--- src/rtl/dpmbx_pkg.sv ---
// constants and types for the dual-port memory host controller
package dpmbx_pkg;
   localparam int          ADDR_W          = 13;
   localparam int          DATA_W          = 9;
   localparam logic [12:0] MBX_TO_RIGHT    = 13'h1fff;
   localparam logic [12:0] MBX_TO_LEFT     = 13'h1ffe;
   localparam int          TOKEN_COUNT     = 8;
   localparam int          CLK_PERIOD_NS   = 40;
   // access strobe width and gaps, ns
   localparam int          STROBE_NS       = 60;
   localparam int          CROSS_PORT_DELAY_NS  = 40;
   localparam int          TOKEN_RELEASE_GAP_NS = 20;
   localparam int          STROBE_CYC      = (STROBE_NS + CLK_PERIOD_NS - 1) / CLK_PERIOD_NS;
   localparam int          XPORT_CYC       =
      (CROSS_PORT_DELAY_NS + CLK_PERIOD_NS - 1) / CLK_PERIOD_NS;
   localparam int          GAP_CYC         =
      (TOKEN_RELEASE_GAP_NS + CLK_PERIOD_NS - 1) / CLK_PERIOD_NS;
   localparam int          CNT_W           = 4;
   // command codes on the user side
   localparam logic [1:0]  CMD_MEM_RD      = 2'h0;
   localparam logic [1:0]  CMD_MEM_WR      = 2'h1;
   localparam logic [1:0]  CMD_TOK_WR      = 2'h2;
   localparam logic [1:0]  CMD_TOK_RD      = 2'h3;
   typedef enum logic [2:0] {DPMBX_IDLE, DPMBX_SETUP, DPMBX_STROBE, DPMBX_GAP, DPMBX_DONE}
      dpmbx_state_t;
endpackage : dpmbx_pkg

--- src/rtl/dpmbx_host.sv ---
// host-side access controller for one port of the dual-port mailbox memory
`timescale 1ns/1ps
// Behaviour
// - writer to slave waits for settled busy before writing; the strobe is not stretched, wr_b stays high while busy is low.
// - reading needs chip select and output enable both low.
// - token access uses token select with chip select high; never both.
// - reading a location the other port writes waits cross-port delay.
// - after token write, deselect for release gap before readback.
// - software writes 1 to every token from both sides at start; the controller writes all eight from this side only, on init_tokens.
// - write happens while select and write strobe are both low.
module dpmbx_host #(
   parameter int DW = dpmbx_pkg::DATA_W
) (
   // clock and reset
   input  wire logic                         sys_clk,
   input  wire logic                         rst_b,
   // user command side
   input  wire logic                         cmd_valid,
   output logic                              cmd_ready,
   input  wire logic [1:0]                   cmd_op,
   input  wire logic [dpmbx_pkg::ADDR_W-1:0] cmd_addr,
   input  wire logic [DW-1:0]                cmd_wdata,
   output logic                              rsp_valid,
   output logic [DW-1:0]                     rsp_rdata,
   output logic                              rsp_busy_hit,
   output logic                              mbx_pending,
   input  wire logic                         init_tokens,
   // device port pins
   output logic [dpmbx_pkg::ADDR_W-1:0]      mem_addr,
   output logic                              chip_sel_b,
   output logic                              token_sel_b,
   output logic                              wr_b,
   output logic                              out_en_b,
   input  wire logic [DW-1:0]                data_in,
   output logic [DW-1:0]                     data_out,
   output logic                              data_oe,
   input  wire logic                         busy_b,
   input  wire logic                         mbx_flag_b
);
   import dpmbx_pkg::*;

   // the pins carry eight or nine data lines, nothing else
   if (DW != 8 && DW != 9) begin : g_bad_width
      $error("data width must be 8 or 9");
   end

   // ----------------------------------------------------------------
   // reset release and pin synchronisers
   // ----------------------------------------------------------------
   logic [1:0]     rst_sync_q;
   logic           rst_n;
   logic [2:0]     busy_sync_q, flag_sync_q;
   logic           busy_q, flag_q;
   always_ff @(posedge sys_clk or negedge rst_b) begin
      if (!rst_b) rst_sync_q <= 2'h0;
      else rst_sync_q <= {rst_sync_q[0], 1'b1};
   end
   assign rst_n = rst_sync_q[1];

   // a level is trusted once stages two and three agree; busy idles high
   always_ff @(posedge sys_clk or negedge rst_n) begin
      if (!rst_n) begin
         busy_sync_q <= 3'h7;
         flag_sync_q <= 3'h7;
         busy_q      <= 1'b1;
         flag_q      <= 1'b1;
      end else begin
         busy_sync_q <= {busy_sync_q[1:0], busy_b};
         flag_sync_q <= {flag_sync_q[1:0], mbx_flag_b};
         if (busy_sync_q[1] == busy_sync_q[2]) busy_q <= busy_sync_q[2];
         if (flag_sync_q[1] == flag_sync_q[2]) flag_q <= flag_sync_q[2];
      end
   end
   assign mbx_pending = ~flag_q;

   // ----------------------------------------------------------------
   // access sequencer
   // ----------------------------------------------------------------
   dpmbx_state_t      st_q, st_d;
   logic [CNT_W-1:0]  cnt_q, cnt_d;
   logic [1:0]        op_q, op_d;
   logic [ADDR_W-1:0] addr_q, addr_d;
   logic [DW-1:0]     wdat_q, wdat_d, rdat_q, rdat_d;
   logic              busy_hit_q, busy_hit_d;
   logic              init_q, init_d;
   logic [2:0]        init_idx_q, init_idx_d;

   function automatic logic is_token(input logic [1:0] op);
      return op == CMD_TOK_WR || op == CMD_TOK_RD;
   endfunction : is_token

   function automatic logic is_write(input logic [1:0] op);
      return op == CMD_MEM_WR || op == CMD_TOK_WR;
   endfunction : is_write

   always_comb begin
      st_d       = st_q;
      cnt_d      = cnt_q;
      op_d       = op_q;
      addr_d     = addr_q;
      wdat_d     = wdat_q;
      rdat_d     = rdat_q;
      busy_hit_d = busy_hit_q;
      init_d     = init_q;
      init_idx_d = init_idx_q;
      case (st_q)
         DPMBX_IDLE: begin
            busy_hit_d = 1'b0;
            if (init_tokens || init_q) begin
               // free every token from this side
               op_d   = CMD_TOK_WR;
               addr_d = {{(ADDR_W-3){1'b0}}, init_idx_q};
               wdat_d = {{(DW-1){1'b0}}, 1'b1};
               init_d = 1'b1;
               st_d   = DPMBX_SETUP;
            end else if (cmd_valid) begin
               op_d   = cmd_op;
               addr_d = is_token(cmd_op) ? {{(ADDR_W-3){1'b0}}, cmd_addr[2:0]} : cmd_addr;
               wdat_d = is_token(cmd_op) ? {{(DW-1){1'b0}}, cmd_wdata[0]} : cmd_wdata;
               st_d   = DPMBX_SETUP;
            end
         end
         DPMBX_SETUP: begin
            // address settles before the select falls, so busy can settle too
            cnt_d = CNT_W'(STROBE_CYC);
            st_d  = DPMBX_STROBE;
         end
         DPMBX_STROBE: begin
            if (op_q == CMD_MEM_WR && !busy_q) begin
               busy_hit_d = 1'b1;
            end
            if (cnt_q > CNT_W'(1)) begin
               cnt_d = cnt_q - CNT_W'(1);
            end else begin
               // data sampled at the end of the strobe
               if (!is_write(op_q)) rdat_d = data_in;
               cnt_d = is_token(op_q) ? CNT_W'(GAP_CYC) : CNT_W'(XPORT_CYC);
               st_d  = DPMBX_GAP;
            end
         end
         DPMBX_GAP: begin
            // deselected pause before any following access
            if (cnt_q > CNT_W'(1)) cnt_d = cnt_q - CNT_W'(1);
            else st_d = DPMBX_DONE;
         end
         DPMBX_DONE: begin
            if (init_q) begin
               init_idx_d = init_idx_q + 3'h1;
               if (init_idx_q == 3'(TOKEN_COUNT - 1)) init_d = 1'b0;
            end
            st_d = DPMBX_IDLE;
         end
         default: st_d = DPMBX_IDLE;
      endcase
   end

   always_ff @(posedge sys_clk or negedge rst_n) begin
      if (!rst_n) begin
         st_q       <= DPMBX_IDLE;
         cnt_q      <= '0;
         op_q       <= CMD_MEM_RD;
         addr_q     <= '0;
         wdat_q     <= '0;
         rdat_q     <= '0;
         busy_hit_q <= 1'b0;
         init_q     <= 1'b0;
         init_idx_q <= 3'h0;
      end else begin
         st_q       <= st_d;
         cnt_q      <= cnt_d;
         op_q       <= op_d;
         addr_q     <= addr_d;
         wdat_q     <= wdat_d;
         rdat_q     <= rdat_d;
         busy_hit_q <= busy_hit_d;
         init_q     <= init_d;
         init_idx_q <= init_idx_d;
      end
   end

   // ----------------------------------------------------------------
   // pin drive
   // ----------------------------------------------------------------
   logic strobe;
   assign strobe      = (st_q == DPMBX_STROBE);
   assign mem_addr    = addr_q;
   // only one select is ever low
   assign chip_sel_b  = ~(strobe && !is_token(op_q));
   assign token_sel_b = ~(strobe && is_token(op_q));
   // a busy slave write keeps its strobe high while busy has not settled high, and only for the fixed strobe length
   assign wr_b        = ~(strobe && is_write(op_q) && (busy_q || is_token(op_q)));
   assign out_en_b    = ~(strobe && !is_write(op_q));
   assign data_out    = wdat_q;
   assign data_oe     = strobe && is_write(op_q);
   // nothing is taken while the internal reset still holds the sequencer
   assign cmd_ready   = rst_n && (st_q == DPMBX_IDLE) && !init_tokens && !init_q;
   assign rsp_valid   = (st_q == DPMBX_DONE) && !init_q;
   assign rsp_rdata   = rdat_q;
   assign rsp_busy_hit = busy_hit_q;

   // ----------------------------------------------------------------
   // checks
   // ----------------------------------------------------------------
   chk_sel_exclusive: assert property (@(posedge sys_clk) disable iff (!rst_n)
      !(!chip_sel_b && !token_sel_b)) else $error("both selects low");
   chk_read_enables: assert property (@(posedge sys_clk) disable iff (!rst_n)
      !out_en_b |-> (!chip_sel_b || !token_sel_b) && wr_b) else $error("read without select");
   chk_write_overlap: assert property (@(posedge sys_clk) disable iff (!rst_n)
      !wr_b |-> (!chip_sel_b || !token_sel_b) && out_en_b) else $error("write without select");
   chk_data_drive: assert property (@(posedge sys_clk) disable iff (!rst_n)
      !wr_b |-> data_oe) else $error("write without data drive");
   chk_busy_holds: assert property (@(posedge sys_clk) disable iff (!rst_n)
      (!chip_sel_b && !busy_q) |-> wr_b) else $error("write during busy");
   chk_token_gap: assert property (@(posedge sys_clk) disable iff (!rst_n)
      $rose(token_sel_b) |-> token_sel_b [*2]) else $error("token gap too short");
   chk_token_addr: assert property (@(posedge sys_clk) disable iff (!rst_n)
      !token_sel_b |-> mem_addr[ADDR_W-1:3] == '0) else $error("token address high bits");
   chk_rsp_hold: assert property (@(posedge sys_clk) disable iff (!rst_n)
      rsp_valid |-> $stable(rsp_rdata)) else $error("read data moved at answer");
   chk_strobe_len: assert property (@(posedge sys_clk) disable iff (!rst_n)
      $fell(chip_sel_b) |-> !chip_sel_b [*2] ##1 chip_sel_b) else $error("strobe length");
   cov_mem_write: cover property (@(posedge sys_clk) !chip_sel_b && !wr_b);
   cov_token_read: cover property (@(posedge sys_clk) !token_sel_b && !out_en_b);
   cov_busy_stall: cover property (@(posedge sys_clk) !chip_sel_b && !busy_q && wr_b);
   cov_mbx_flag: cover property (@(posedge sys_clk) mbx_pending);

endmodule : dpmbx_host

--- config.mk ---
export PLATFORM = sky130hd
export DESIGN_NAME = dpmbx_host
export DESIGN_NICKNAME = d
export VERILOG_FILES = /design/src/rtl/dpmbx_pkg.sv /design/src/rtl/dpmbx_host.sv
export SDC_FILE = /design/constraint.sdc
export NUM_CORES = 1
export LEC_CHECK = 0
export ABC_AREA = 1
export BUFFER_PORTS_ARGS = -buffer_cell sky130_fd_sc_hd__buf_4
export CAP_MARGIN = 25
export CORE_ASPECT_RATIO = 1.5
export CORE_MARGIN = 5
export CORE_UTILIZATION = 54
export DETAILED_ROUTE_END_ITERATION = 12
export PLACE_DENSITY_LB_ADDON = 0.15
export SYNTH_ARGS = -nofsm -noshare
export SYNTH_HDL_FRONTEND = slang
export SYNTH_SLANG_ARGS = --single-unit
--- constraint.sdc ---
create_clock -name sys_clk -period 3.8 [get_ports sys_clk]
set_input_delay 0.57 -clock sys_clk [delete_from_list [all_inputs] [get_ports sys_clk]]
set_output_delay 0.57 -clock sys_clk [all_outputs]
set_load 0.01 [all_outputs]
==> flow_results.org, run 1 <==
** STA
- Highest Clock Rate :: 0.465 GHz
- Setup violations remaining at the end of the flow were counted as 0.
- The routed design could run at a clock period as short as 2.15 ns.
- The number of pins exceeding their max-slew limit in the final report came to 0.
- Worst Clk Skew :: 0.00413 ns
- Setup repair after global routing missed its margin :: no
- Worst slew slack as a fraction of its limit :: about 56%
- Least-Margin Pin Slew :: about 0.66 ns
- Post-route clock period utilization :: a little under three fifths
- TNS Setup :: 0 ns
- The total count of hold-check failures in the final report came to 0.

** Power
- The clock network is responsible for 19.0% of the overall power.
- Total leakage power :: 1.62 nW
- P per Cell Area :: 725 mW/mm2
- Overall power consumption after layout is estimated at between 2 and 2.5 mW.
- Part of the total power dissipated in combinational logic :: around 43%
- Sequential share of power :: 38.3%
- The analysis attributes to net switching a power of ~0.9 mW.
- Largest vdd supply drop :: between 0.4 and 0.5 mV
- Internal Power :: ~1.4 mW
- Net switching is between 30% and 40% of the power.

** Floorplan
- Width of the die :: approximately 65 um
- Starting density of the core :: between 50% and 60%
- In this run the vertical extent of the chip is around 93 um.
- After floorplanning, the core was divided into 30 placement rows.
- The die covers a little over 0.006 mm2.
- I/O pin cnt :: approximately 80
- The region available for standard cell placement spans about 0.0045 mm2.

** Clocking
- Gates resized during post-CTS repair numbered 0.
- The clock passes through at most 2 buffers.
- Buffers inserted to repair hold after CTS numbered 0.
- Clock tree synthesis selected as its root buffer the cell sky130_fd_sc_hd__clkbuf_8.
- Number of clock buffers inserted by TritonCTS :: 5
- The H-tree generated during clock tree synthesis spans 2 levels.
- Once the clock tree was built, the setup fixing pass inserted 0 buffers.
- Clock-pin slew of the registers on the worst-case setup and hold paths :: about 0.090 ns
- For the worst-skew pair, the clock arrives at the later sink with an insertion delay of roughly 0.3 ns.
- The clock net in this run drives a total of 55 sinks.
- TritonCTS built the clock tree.

** Synth
- After synthesis, the largest area contributor takes up 47.8% of total cell area.
- EDFF count, synth :: 0
- Synthesis instantiated 29 different standard cells from the library.
- The largest total area in the synthesized netlist belongs to sky130_fd_sc_hd__dfrtp_1.
- In this run the cell area of the synthesized design comes to 0.00246 mm2.
- Yosys printed 0 warnings.
- Library cell with the highest instance count after synthesis :: sky130_fd_sc_hd__nand2_1
- Fraction of registers with async set or reset after synthesis :: 100%
- Counting every net in the synthesized netlist gives just over 300.
- The synthesized design contains 55 register bits.
- Most frequent cells after synthesis :: sky130_fd_sc_hd__nand2_1 (69), sky130_fd_sc_hd__dfrtp_1 (47), sky130_fd_sc_hd__nand3_1 (27)
- Largest cells by area after synthesis :: sky130_fd_sc_hd__dfrtp_1 (48%), sky130_fd_sc_hd__nand2_1 (11%), sky130_fd_sc_hd__dfstp_2 (8.5%)
- Synthesis handed over a netlist of 265 instances.
- Mean instance size in the synthesized netlist :: a little over 9 um2
- The most used flip-flop cell after synthesis is sky130_fd_sc_hd__dfrtp_1.
- Sequential element share of the synthesized area :: 56.3%

** Placed design
- After legalization and detailed placement, the total HPWL measured roughly 3900 um.
- Input and output buffers added on the ports amount to 78.
- Counting tap cells, the placed design contains a total of approximately 380 instances.
- Routability-driven placement finished with a final weighted congestion of slightly above 0.8.
- After detailed placement, the total cell area comes to 0.00305 mm2.

** GRT
- Remaining global-route overflow :: 0
- Global-route wire length before repair :: ~9000 um
- Global routing used 18.6% of the available tracks across all layers.
- Global routing used between 20% and 30% of the available met1 tracks.
- Via count of the first global-routing pass :: 2057
- Global routing used between 30 and 40% of the available met2 tracks.
- Entering global routing, the biggest net connects 55 pins.
- Global-route track usage on met3 :: 4.98%
- The layer flagged by global routing as most heavily used is met2.
- Antenna violations before repair :: 0

** Route
- Count of routing violations after the opening detailed-route iteration :: 85
- The first detailed-routing pass ran for 4 iterations.
- The count of nets left with antenna violations once routing finished came out at 0.
- Detailed routing inserted a total of 1981 vias.
- In the final routed layout, each cell accounts on average for 13.2 um.
- Total detailed-routing wirelength :: 5170 um
- Dividing the detail-routed via count by the number of cells gives approximately 5.1.
- After detailed routing, the number of remaining DRC violations is 0.

** Worst setup path
- WP data required :: 3.23 ns
- The worst setup path is launched from a flop.
- The worst setup path is captured at an output pin.
- Data arrival at the endpoint of the critical path :: 1.58 ns
- Kind of critical path :: reg2out
- Crit path max fanout :: 3

** Layout
- After routing the design area is between 0.003 and 0.004 mm2.
- Of the cells placed in the final design, the portion with a size suffix greater than 1 is a little under a third.
- Number of inserted diodes :: 0
- Fill cells in the final layout number roughly 350.
- Once layout is complete, the cells apart from fillers number about 390.
- For this run, the post-layout net count is ~390.
- Area Growth Syn to Fin :: 29.1%

** Flow run
- Max-cap violation count :: 0

** Status
- The flow ran to the end, and the final reports show no timing, DRC or antenna violations.

** Worst hold path
- The path class of the tightest hold or removal check is in2async.
[logic make-up (layout without fill, tap and decap cells)]
kind of cell    count (synthesis)  in the layout  share of synthesized area, %
simple gates                  121            121                          22.4
flops                          55             55                          56.3
compound gates                 43             43                          9.40
buf+inv                        34            112                          6.66
fa+ha+maj                       9              9                          4.37
xor+xnor                        2              2                         0.712
other cells                     1              1                         0.152
[power groups by stage]
stage,registers [mW],logic [mW],clock network (mW)
final,0.883,0.983,0.439
after global routing,0.909,1.11,0.477
after CTS,0.882,1.00,0.451
after detailed placement,0.890,0.998,0
after global placement,0.890,0.972,0
after floorplan,0.932,0.601,0
[critical path, cell delays in order (launching register included)]
cell and delay, ns:
sky130_fd_sc_hd__dfrtp_1 0.38, sky130_fd_sc_hd__inv_1 0.07, sky130_fd_sc_hd__ha_1 0.35, sky130_fd_sc_hd__nor3_1 0.25, sky130_fd_sc_hd__nand2_1 0.09, sky130_fd_sc_hd__buf_4 0.15
[through the flow]
step	hold slack (ns)	setup slack [ns]	utilization, %
floorplan	0.274	1.46	-
global placement	0.336	1.72	68.2
detailed placement	0.350	1.68	68.2
CTS	0.0266	1.61	71.2
global route	0.0131	1.50	71.2
finish	0.0339	1.65	71.2
[sequential cells by signal (all words and copies together) (netlist names)]
signal,flops
mem_addr,13
rsp_busy_hit,1
op_q,2
flag_q,1
busy_q,1
flag_sync_q,3
data_out,9
rst_sync_q,2
busy_sync_q,3
st_q,3
cnt_q,4
init_idx_q,3
rsp_rdata,9
init_q,1
[cell usage in the layout (no fill, tap or decap), drive strengths merged, types with 6 or more instances in the layout]
master,n
nor2,14
dfrtp,47
nand3,27
o21ai,37
clkbuf,6
buf,79
dfstp,8
nand2,73
inv,24
ha,7
[final timing paths]
kind,startpoint,end,slack [ns],cells after the start
worst min register to register,flag_sync_q[0]$_DFF_PN1_,flag_sync_q[1]$_DFF_PN1_,0.36,0
min in group sys_clk,flag_sync_q[0]$_DFF_PN1_,flag_sync_q[1]$_DFF_PN1_,0.36,0
worst max-delay path,op_q[0]$_DFFE_PN0P_,wr_b,1.65,5
worst min-delay path,rst_b,rst_sync_q[0]$_DFF_PN0_,0.03,1
worst max register to register,init_q$_DFFE_PN0P_,op_q[1]$_DFFE_PN0P_,1.96,6
max in group asynchronous,rst_sync_q[1]$_DFF_PN0_,data_out[0]$_DFFE_PN0P_,2.97,1
[cell type report]
class / instances / area [um2] / share of cell area (%)
clock inverters: 2 / 60.1 / 1.89
multi-input cells: 176 / 912 / 28.7
well taps: 48 / 60.1 / 1.89
repair buffers: 79 / 593 / 18.7
flip-flops and latches: 55 / 1390 / 43.6
clock buffers: 6 / 72.6 / 2.28
inverters: 25 / 93.8 / 2.95
[routing by layer]
metal  vias up  part of all wire, %  wire length, um
met1       915                   39             2040
met3         5                  6.5              335
met5         -                    0                0
met2        54                   53             2740
met4         0                 0.97               50
li1       1007                    -                -
Power figures use the tool's default switching activity.
==> run 2, diff against run 1 <==
- ABC_AREA: 1 -> 0
- CORE_UTILIZATION: 54 -> 45
- clock period: 3.8 -> 1.9 ns (I/O delays scaled with it)
==> flow_results.org, run 2 <==
** STA
- Final Hold Slack :: between 0.08 and 0.09 ns
- The clock period could shrink to approximately 1.8 ns.
- Setup violations remaining at the end of the flow were counted as 0.
- Post-route clock period utilization :: a little over nine tenths
- Measured against its own limit, the worst slew margin works out to about 56%.
- At the pin with the least slew margin, the transition time is about 0.65 ns.
- Derived from the worst setup path, the maximum achievable clock frequency is roughly 0.55 GHz.
- Final Max Tran Viols :: 0
- In the post-route analysis, the smallest setup slack over all paths is around 0.091 ns.
- Hold violation total from the final report :: 0
- The clock arrives with about 0.0044 ns of skew.

** Synth
- Seq cells post-synth :: 55
- After Yosys synthesis, full adders, half adders and majority gates account for 4.37% of the synthesized area.
- After synthesis, the share of cell area in mux cells is about 16%.
- Mean instance size in the synthesized netlist :: 12.0 um2
- Portion of synthesized cell area occupied by the leading cell type :: 47.7%
- The most common cell in the synthesized netlist is sky130_fd_sc_hd__dfrtp_1.
- Of all flip-flops after synthesis, the portion carrying an async set or reset was 100%.
- Cell variety after synth :: between 40 and 50
- Fraction of the mapped netlist area in compound gates :: 5.89%
- Area fraction in and, or, nand and nor cells after synthesis :: around 11%
- EDFF count, synth :: 0
- By area the synthesized netlist is led by sky130_fd_sc_hd__dfrtp_1 (48%), sky130_fd_sc_hd__dfstp_2 (8.5%), sky130_fd_sc_hd__mux2_2 (8.2%).
- Ys Warns :: 0
- The share of the Yosys chip area taken by registers is 56.3%.
- The synthesized design spends more area on one cell type than any other, namely sky130_fd_sc_hd__dfrtp_1.
- The cell count after synthesis came out at a little over 200.
- The number of nets in the synthesized netlist is approximately 250.
- By area, the combinational part of the netlist is dominated by multiplexers.
- XOR/XNOR share of the synthesized area :: less than 1%
- Post-synth top flop :: sky130_fd_sc_hd__dfrtp_1
- The mapped netlist covers between 0.002 and 0.0025 mm2.
- Counting instances in the post-synthesis netlist gives the leading cell types as sky130_fd_sc_hd__dfrtp_1 (47), sky130_fd_sc_hd__nand2_1 (25), sky130_fd_sc_hd__inv_1 (24).

** Clocking
- The tree built by TritonCTS fans out to between 50 and 60 sinks.
- TritonCTS built the clock tree.
- At the later pin of the worst-skew pair, clock insertion delay measures 0.30 ns.
- The clock passes through at most 2 buffers.
- After clock tree synthesis, the clock-pin slew on the worst setup and hold paths is 0.10 ns.
- Clock tree root buffer cell :: sky130_fd_sc_hd__clkbuf_8
- H-tree depth :: 2
- Buffers inserted during clock tree synthesis total 5.

** Power
- Part of the total power dissipated in combinational logic :: roughly two fifths
- PnR Total Power :: slightly below 4 mW
- Across the VDD grid, the largest voltage drop is between 0.5 and 0.6 mV.
- The share of total power dissipated in sequential elements is around 40%.
- Power spread over the standard cell area amounts to ~1200 mW/mm2.
- Sw power :: 1.26 mW
- Sw Share :: between 30% and 40%
- The clock network accounts for around 20% of the total power.
- Total leakage power :: approximately 1.6 nW
- Internal Power :: around 2.6 mW

** Layout
- The post-route netlist has between 40% and 50% of its cells at a drive strength greater than 1.
- Flip-flop count of the largest register, all copies and words added :: 13
- Area Growth Syn to Fin :: 34.1%
- The repair_antennas step left the layout with diodes totalling 0.
- After routing the design area is roughly 0.0033 mm2.
- Summing all multi-input logic gate instances after layout gives slightly above 900 um2.
- Summing all flip-flop and latch instances after layout gives between 0.001 and 0.0015 mm2.
- Nets :: between 300 and 400
- Leaving out filler cells and counting taps, the final layout contains 365.
- Commonest non-fill, non-tap cells in the layout :: sky130_fd_sc_hd__buf_4 (88), sky130_fd_sc_hd__dfrtp_1 (45), sky130_fd_sc_hd__nand2_1 (25)
- Most common cell after layout, fill and taps aside :: sky130_fd_sc_hd__buf_4
- Count of filler cells inserted in the layout :: 482

** Worst setup path
- At the worst endpoint, the required time is ~1.6 ns.
- Critical Path, Cell by Cell :: buf_4 -> nor3b_4 -> nor2b_2 -> o31ai_1 -> buf_4
- Setup slack on the worst reg-to-reg path comes out at 0.16 ns.
- The most numerous cell type found on the critical path is sky130_fd_sc_hd__buf_4.
- The largest single stage delay on the critical path is between 0.4 and 0.5 ns.
- STA classifies the critical path endpoint as an output pin.
- Endpoint of the most critical register-to-register path :: mem_addr[0]$_DFFE_PN0P_
- Slowest cell on crit path :: sky130_fd_sc_hd__dfrtp_2
- The worst setup path is launched from a flop.
- Kind of critical path :: reg2out
- The cell family contributing the most delay on the critical path is flip-flops.
- In this run the critical register-to-register path is launched from st_q[0]$_DFFE_PN0P_.
- The number of buffers and inverters on the critical path is 2.
- Data arrival at the endpoint of the critical path :: roughly 1.5 ns
- Number of cells on the worst reg-to-reg path :: 5
- Crit path max fanout :: 5

** Route
- Summing over every cut layer, the via total after detailed routing is 1763.
- Count of routing violations after the opening detailed-route iteration :: a little under 80
- Remaining antenna violation count after routing :: 0
- The first detailed-routing pass took 3 iterations.
- Using the TritonRoute via totals, the vias-per-cell ratio works out to between 4 and 5.
- Routed wirelength normalized by instance count :: 13.8 um
- Wire segments on met3 add up to slightly above 300 um in the final route.
- Detail Route met2 WL :: between 2000 and 3000 um
- DRC violation count after routing :: 0
- Top routing layer in use :: met4
- Total detailed-routing wirelength :: 5040 um
- In the final routing, the length of wire on met1 measures between 2000 and 2500 um.

** Placed design
- Port Buffer Count :: between 70 and 80
- Final GP Congestion :: ~0.76
- Total placed cells including tap cells :: around 350
- Placed cell areas :: 0.00315 mm2
- Placed wire-length estimate :: 3800 um
- Pre-CTS WS :: 0.198 ns

** GRT
- Entering global routing, the biggest net connects 54 pins.
- Total track usage :: roughly 15%
- For this run the aggregate overflow at the end of global routing stands at 0.
- The first global-routing pass estimated about 8500 um of wire.
- The via count of the first global-routing pass is approximately 1800.
- The number of antenna violations at the first check in global routing was 0.

** Status
- The flow ran to the end, and the final reports show no timing, DRC or antenna violations.

** Floorplan
- The die covers roughly 0.0071 mm2.
- The floorplan step defined a core boundary enclosing 0.00541 mm2.
- Vert. Die Dim :: 101 um
- Starting density of the core :: 45.5%
- In this run the count of I/O pins placed on the die edge is just under 80.
- Width of the die :: slightly above 70 um
- Row count :: 33

** Flow run
- Max-cap violation count :: 0

** Worst hold path
- Along the worst hold path, the cell count comes to 1.
- Hold crit path type :: in2reg
- Hold wc startpoint :: busy_b
- Sink of the worst hold path :: busy_sync_q[0]$_DFF_PN1_
## run 2: changes by cell type after synthesis, moves of 3 or more
| cell | before | now |
|---|---|---|
| sky130_fd_sc_hd__mux2_2 | 0 | 18 |
| sky130_fd_sc_hd__inv_2 | 3 | 0 |
| sky130_fd_sc_hd__mux2i_1 | 0 | 19 |
| sky130_fd_sc_hd__nand3_1 | 27 | 0 |
| sky130_fd_sc_hd__nor2_4 | 4 | 0 |
| sky130_fd_sc_hd__inv_1 | 21 | 24 |
| sky130_fd_sc_hd__o21ai_0 | 22 | 2 |
| sky130_fd_sc_hd__o21ai_1 | 13 | 0 |
| sky130_fd_sc_hd__nand2_1 | 69 | 25 |
| sky130_fd_sc_hd__o211ai_1 | 3 | 0 |
## run 2: area by class of cell
type                       count  area share (%)
timing repair buffer          90            20.9
clock inverter                 3            1.33
multi-input combinational    118            28.3
clock buffer                   5            2.08
tap                           70            2.65
sequential                    55            42.0
inverter                      24            2.73
## run 2: stage by stage
step / setup TNS (ns) / util (%)
finish: 0 / 61.1
detailed placement: 0 / 58.2
global placement: 0 / 58.2
floorplan: 0 / -
CTS: 0 / 60.6
global route: -0.00537 / 61.1
## run 2: metal layers
metal,vias to the layer above,global-route usage (%)
met1,853,17.7
met5,-,0
met2,41,25.4
li1,863,-
met3,6,4.39
met4,0,4.42
## run 2: cells by family after synthesis
group / Yosys count
fa+ha+maj: 9
simple gates: 51
compound gates: 19
other cells: 1
buf+inv: 32
mux: 37
flops: 55
xor+xnor: 1
## run 2: what timing repair did
item / CTS / global route
hold buffers: 1 / 0
gates resized for setup: 0 / 2
endpoints found under the setup margin: 1 / 1
hold endpoints to repair: 2 / 0
buffers inserted: 1 / 3
pin swaps: 1 / 0
## run 2: how the worst max path moves through the flow
stage / start / cells past startpoint / to
2_1_floorplan: cnt_q[0]$_DFFE_PN0P_ / 5 / cnt_q[1]$_DFFE_PN0P_
3_3_place_gp: cnt_q[0]$_DFFE_PN0P_ / 5 / cnt_q[1]$_DFFE_PN0P_
3_5_place_dp: cnt_q[0]$_DFFE_PN0P_ / 5 / cnt_q[1]$_DFFE_PN0P_
4_1_cts: st_q[0]$_DFFE_PN0P_ / 5 / wr_b
5_1_grt: st_q[2]$_DFFE_PN0P_ / 5 / wr_b
6_report: st_q[0]$_DFFE_PN0P_ / 5 / wr_b
## run 2: power by group through the flow
stage	registers, mW	logic [mW]	clock network (mW)
2_1_floorplan	1.62	0.934	0
3_3_place_gp	1.59	1.50	0
3_5_place_dp	1.60	1.51	0
4_1_cts	1.58	1.54	0.787
5_1_grt	1.60	1.74	0.825
6_report	1.57	1.58	0.761
==> run 3, diff against run 2 <==
- CELL_PAD_IN_SITES_DETAIL_PLACEMENT: not set -> 1
- CELL_PAD_IN_SITES_GLOBAL_PLACEMENT: not set -> 1
- CORE_UTILIZATION: 45 -> 35
==> flow_results.org, run 3 (synthesis results as in run 2) <==
** Worst setup path
- On the critical path, the stage with the largest delay is an instance of sky130_fd_sc_hd__dfrtp_1.
- WP data required :: ~1.6 ns
- Critical path buffer and inverter count :: 2
- Crit path max fanout :: 12
- The worst setup path is captured at an output pin.
- Most frequent cell on the critical path :: sky130_fd_sc_hd__buf_4
- Kind of critical path :: reg2out
- The cell family contributing the most delay on the critical path is flip-flops.
- The largest single stage delay on the critical path is approximately 0.41 ns.
- Data arrival at the endpoint of the critical path :: ~1.5 ns
- Critical Path, Cell by Cell :: buf_4 -> nor3b_4 -> nor2b_2 -> o31ai_1 -> buf_4
- Element type at the critical path start :: flop
- The most critical setup path has its startpoint at st_q[2]$_DFFE_PN0P_.
- In this run the critical register-to-register path is launched from cnt_q[0]$_DFFE_PN0P_.

** STA
- For the final routed database, the setup TNS stands at 0 ns.
- Time the worst path needs with I/O delays and setup :: 1.80 ns
- Setup repair after global routing left no endpoint under its margin.
- The total count of hold-check failures in the final report is 0.
- For the pin with the worst max-slew slack, the measured transition is a little under 0.7 ns.
- Hold is met by 0.0792 ns.
- The number of pins exceeding their max-slew limit in the final report was 0.
- Setup violations remaining at the end of the flow were counted as 0.
- Based on the critical path, the design can be clocked at up to 0.556 GHz.
- Across the routed clock network, the largest skew measured is between 0.004 and 0.005 ns.
- Worst slew slack as a fraction of its limit :: 54.4%
- Post-route clock period utilization :: a little over nine tenths

** Clocking
- Number of clock buffers inserted by TritonCTS :: 5
- Clock tree root buffer cell :: sky130_fd_sc_hd__clkbuf_8
- Sinks on Clock Net :: between 50 and 60
- H-tree depth :: 2
- Latest clock arrival within the worst-skew pair :: about 0.30 ns
- Buffer depth of the longest clock path :: 2
- Clock-pin slew of the registers on the worst-case setup and hold paths :: 0.09 ns
- TritonCTS clock tree :: done

** Worst hold path
- In this run the most critical hold path is launched from mbx_flag_b.
- In this run the worst hold path is classified as in2reg.

** Route
- Vias per cell :: ~4.8
- The count of nets left with antenna violations once routing finished came out at 0.
- M1 wire length :: roughly 2300 um
- Detail Route met2 WL :: 2950 um
- Across all layers, the routed design uses approximately 1800 vias.
- The final layout contains routed wiring with a total length of around 5700 um.
- Top routing layer in use :: met4
- Met3 routed wirelength :: approximately 440 um
- After detailed routing, the number of remaining DRC violations is 0.
- In the final routed layout, each cell accounts on average for roughly 15 um.
- Length of the first detailed-routing pass in iterations :: 6
- Count of routing violations after the opening detailed-route iteration :: 54

** Floorplan
- The floorplan step defined a core boundary enclosing slightly below 0.007 mm2.
- Row count :: 37
- The die covers between 0.008 and 0.009 mm2.
- From left edge to right edge, the die measures ~79 um.
- For this design the top-level I/O count stands at 79.
- Vert. Die Dim :: around 110 um
- The initial utilization of the core area, before any placement, comes to 36.0%.

** Layout
- Fraction of layout instances using a drive strength above 1 :: between 40 and 50%
- Nets :: approximately 340
- Most common cell after layout, fill and taps aside :: sky130_fd_sc_hd__buf_4
- Commonest non-fill, non-tap cells in the layout :: sky130_fd_sc_hd__buf_4 (88), sky130_fd_sc_hd__dfrtp_1 (46), sky130_fd_sc_hd__nand2_1 (25)
- The number of antenna diodes in the final layout is 0.
- The area growth from synthesis to layout is 32.5%.
- The finished layout holds ~370 standard cells, fillers aside.
- The register with the most flip-flops in the layout has 13 of them.
- Finished layout cell area :: 0.00326 mm2

** Placed design
- Placed cell areas :: roughly 0.0032 mm2
- Port Buffer Count :: 78
- Counting tap cells, the placed design contains a total of 362 instances.
- Final GP Congestion :: just over 0.7
- Once detailed placement completed, the half-perimeter wirelength came to approximately 4400 um.

** Power
- Combinational logic burns 41.8% of the power.
- Net switching is 33.8% of the power.
- PnR Total Power :: around 3.7 mW
- Cell internal power was estimated by the tool at ~2.5 mW.
- Clock network fraction of total power :: roughly 17%
- Sw power :: ~1.3 mW
- P per Cell Area :: ~1100 mW/mm2
- Largest vdd supply drop :: between 0.4 and 0.5 mV
- Total leakage power :: roughly 1.5 nW
- Sequential share of power :: approximately two fifths

** Status
- The flow ran to the end, and the final reports show no timing, DRC or antenna violations.

** GRT
- The number of antenna violations at the first check in global routing is 0.
- Global routing finished with a remaining overflow of 0.
- Entering global routing, the biggest net connects between 50 and 60 pins.
- Global routing used between 10% and 20% of the available tracks across all layers.
- Global-route wire length before repair :: 9600 um
- The via count of the first global-routing pass came to between 1500 and 2000.

** Flow run
- Across the run, the number of max-cap violations was 0.
## run 3: cell types whose count changed in the layout (fill, tap and decap cells not counted)
cell | before | now
sky130_fd_sc_hd__clkbuf_1 | 0 | 2
sky130_fd_sc_hd__buf_12 | 1 | 0
sky130_fd_sc_hd__bufinv_16 | 1 | 0
sky130_fd_sc_hd__clkinv_4 | 1 | 0
sky130_fd_sc_hd__dfrtp_1 | 45 | 46
sky130_fd_sc_hd__dfrtp_2 | 2 | 1
sky130_fd_sc_hd__nor2_1 | 8 | 7
sky130_fd_sc_hd__nor2_2 | 0 | 1
## run 3: path summary, 6_finish.rpt
path                                                 end  slack (ns)  cells past startpoint
max in group asynchronous        data_out[8]$_DFFE_PN0P_        1.03                      1
worst max-delay path                                wr_b        0.10                      5
worst min register to register   rst_sync_q[1]$_DFF_PN0_        0.36                      0
worst min-delay path            flag_sync_q[0]$_DFF_PN1_        0.08                      1
worst max register to register      cnt_q[1]$_DFFE_PN0P_        0.18                      5
min in group asynchronous        rst_sync_q[0]$_DFF_PN0_        0.30                      2
## run 3: per-stage QoR
step,worst slack (ns),utilization (%)
final,0.102,47.6
after global routing,0.00792,47.6
after CTS,0.0509,47.6
after detailed placement,0.173,46.1
after global placement,0.218,46.1
after floorplan,0.281,-
## run 3: power by group through the flow
stage                     sequential [mW]  clock, mW  combinational (mW)
after floorplan                      1.62          0               0.934
after global placement               1.56          0                1.55
after detailed placement             1.57          0                1.57
after CTS                            1.55      0.667                1.60
after global routing                 1.58      0.709                1.72
final                                1.55      0.629                1.56
## run 3: layer usage
layer	global-route usage [%]	up-vias
li1	-	855
met1	15.6	875
met3	4.70	5
met2	23.2	48
met5	0	-
met4	3.85	0
## run 3: worst reg2reg max path, delay by kind of cell, from the launching register on
kind / cells / cell delay (ns)
adders and majority gates: 1 / 0.22
buffers and inverters: 1 / 0.08
AOI/OAI and AO/OA: 2 / 0.63
DFF: 1 / 0.37
and+or+nand+nor: 1 / 0.31
## run 3: layout make-up
type                            instances  area (um2)
Fill cell                             781        3590
Sequential cell                        55        1390
Multi-Input combinational cell        118         936
Timing Repair Buffer                   89         671
Tap cell                               78        97.6
Inverter                               24        90.1
Clock buffer                            7        76.3
Clock inverter                          1        5.00
## run 3: timing repair
action	in CTS	in global routing
gates resized for setup	0	2
endpoints found under the setup margin	1	2
setup buffers	1	0
hold buffers	1	0
pin swaps	1	0
endpoints found under the hold margin	2	0
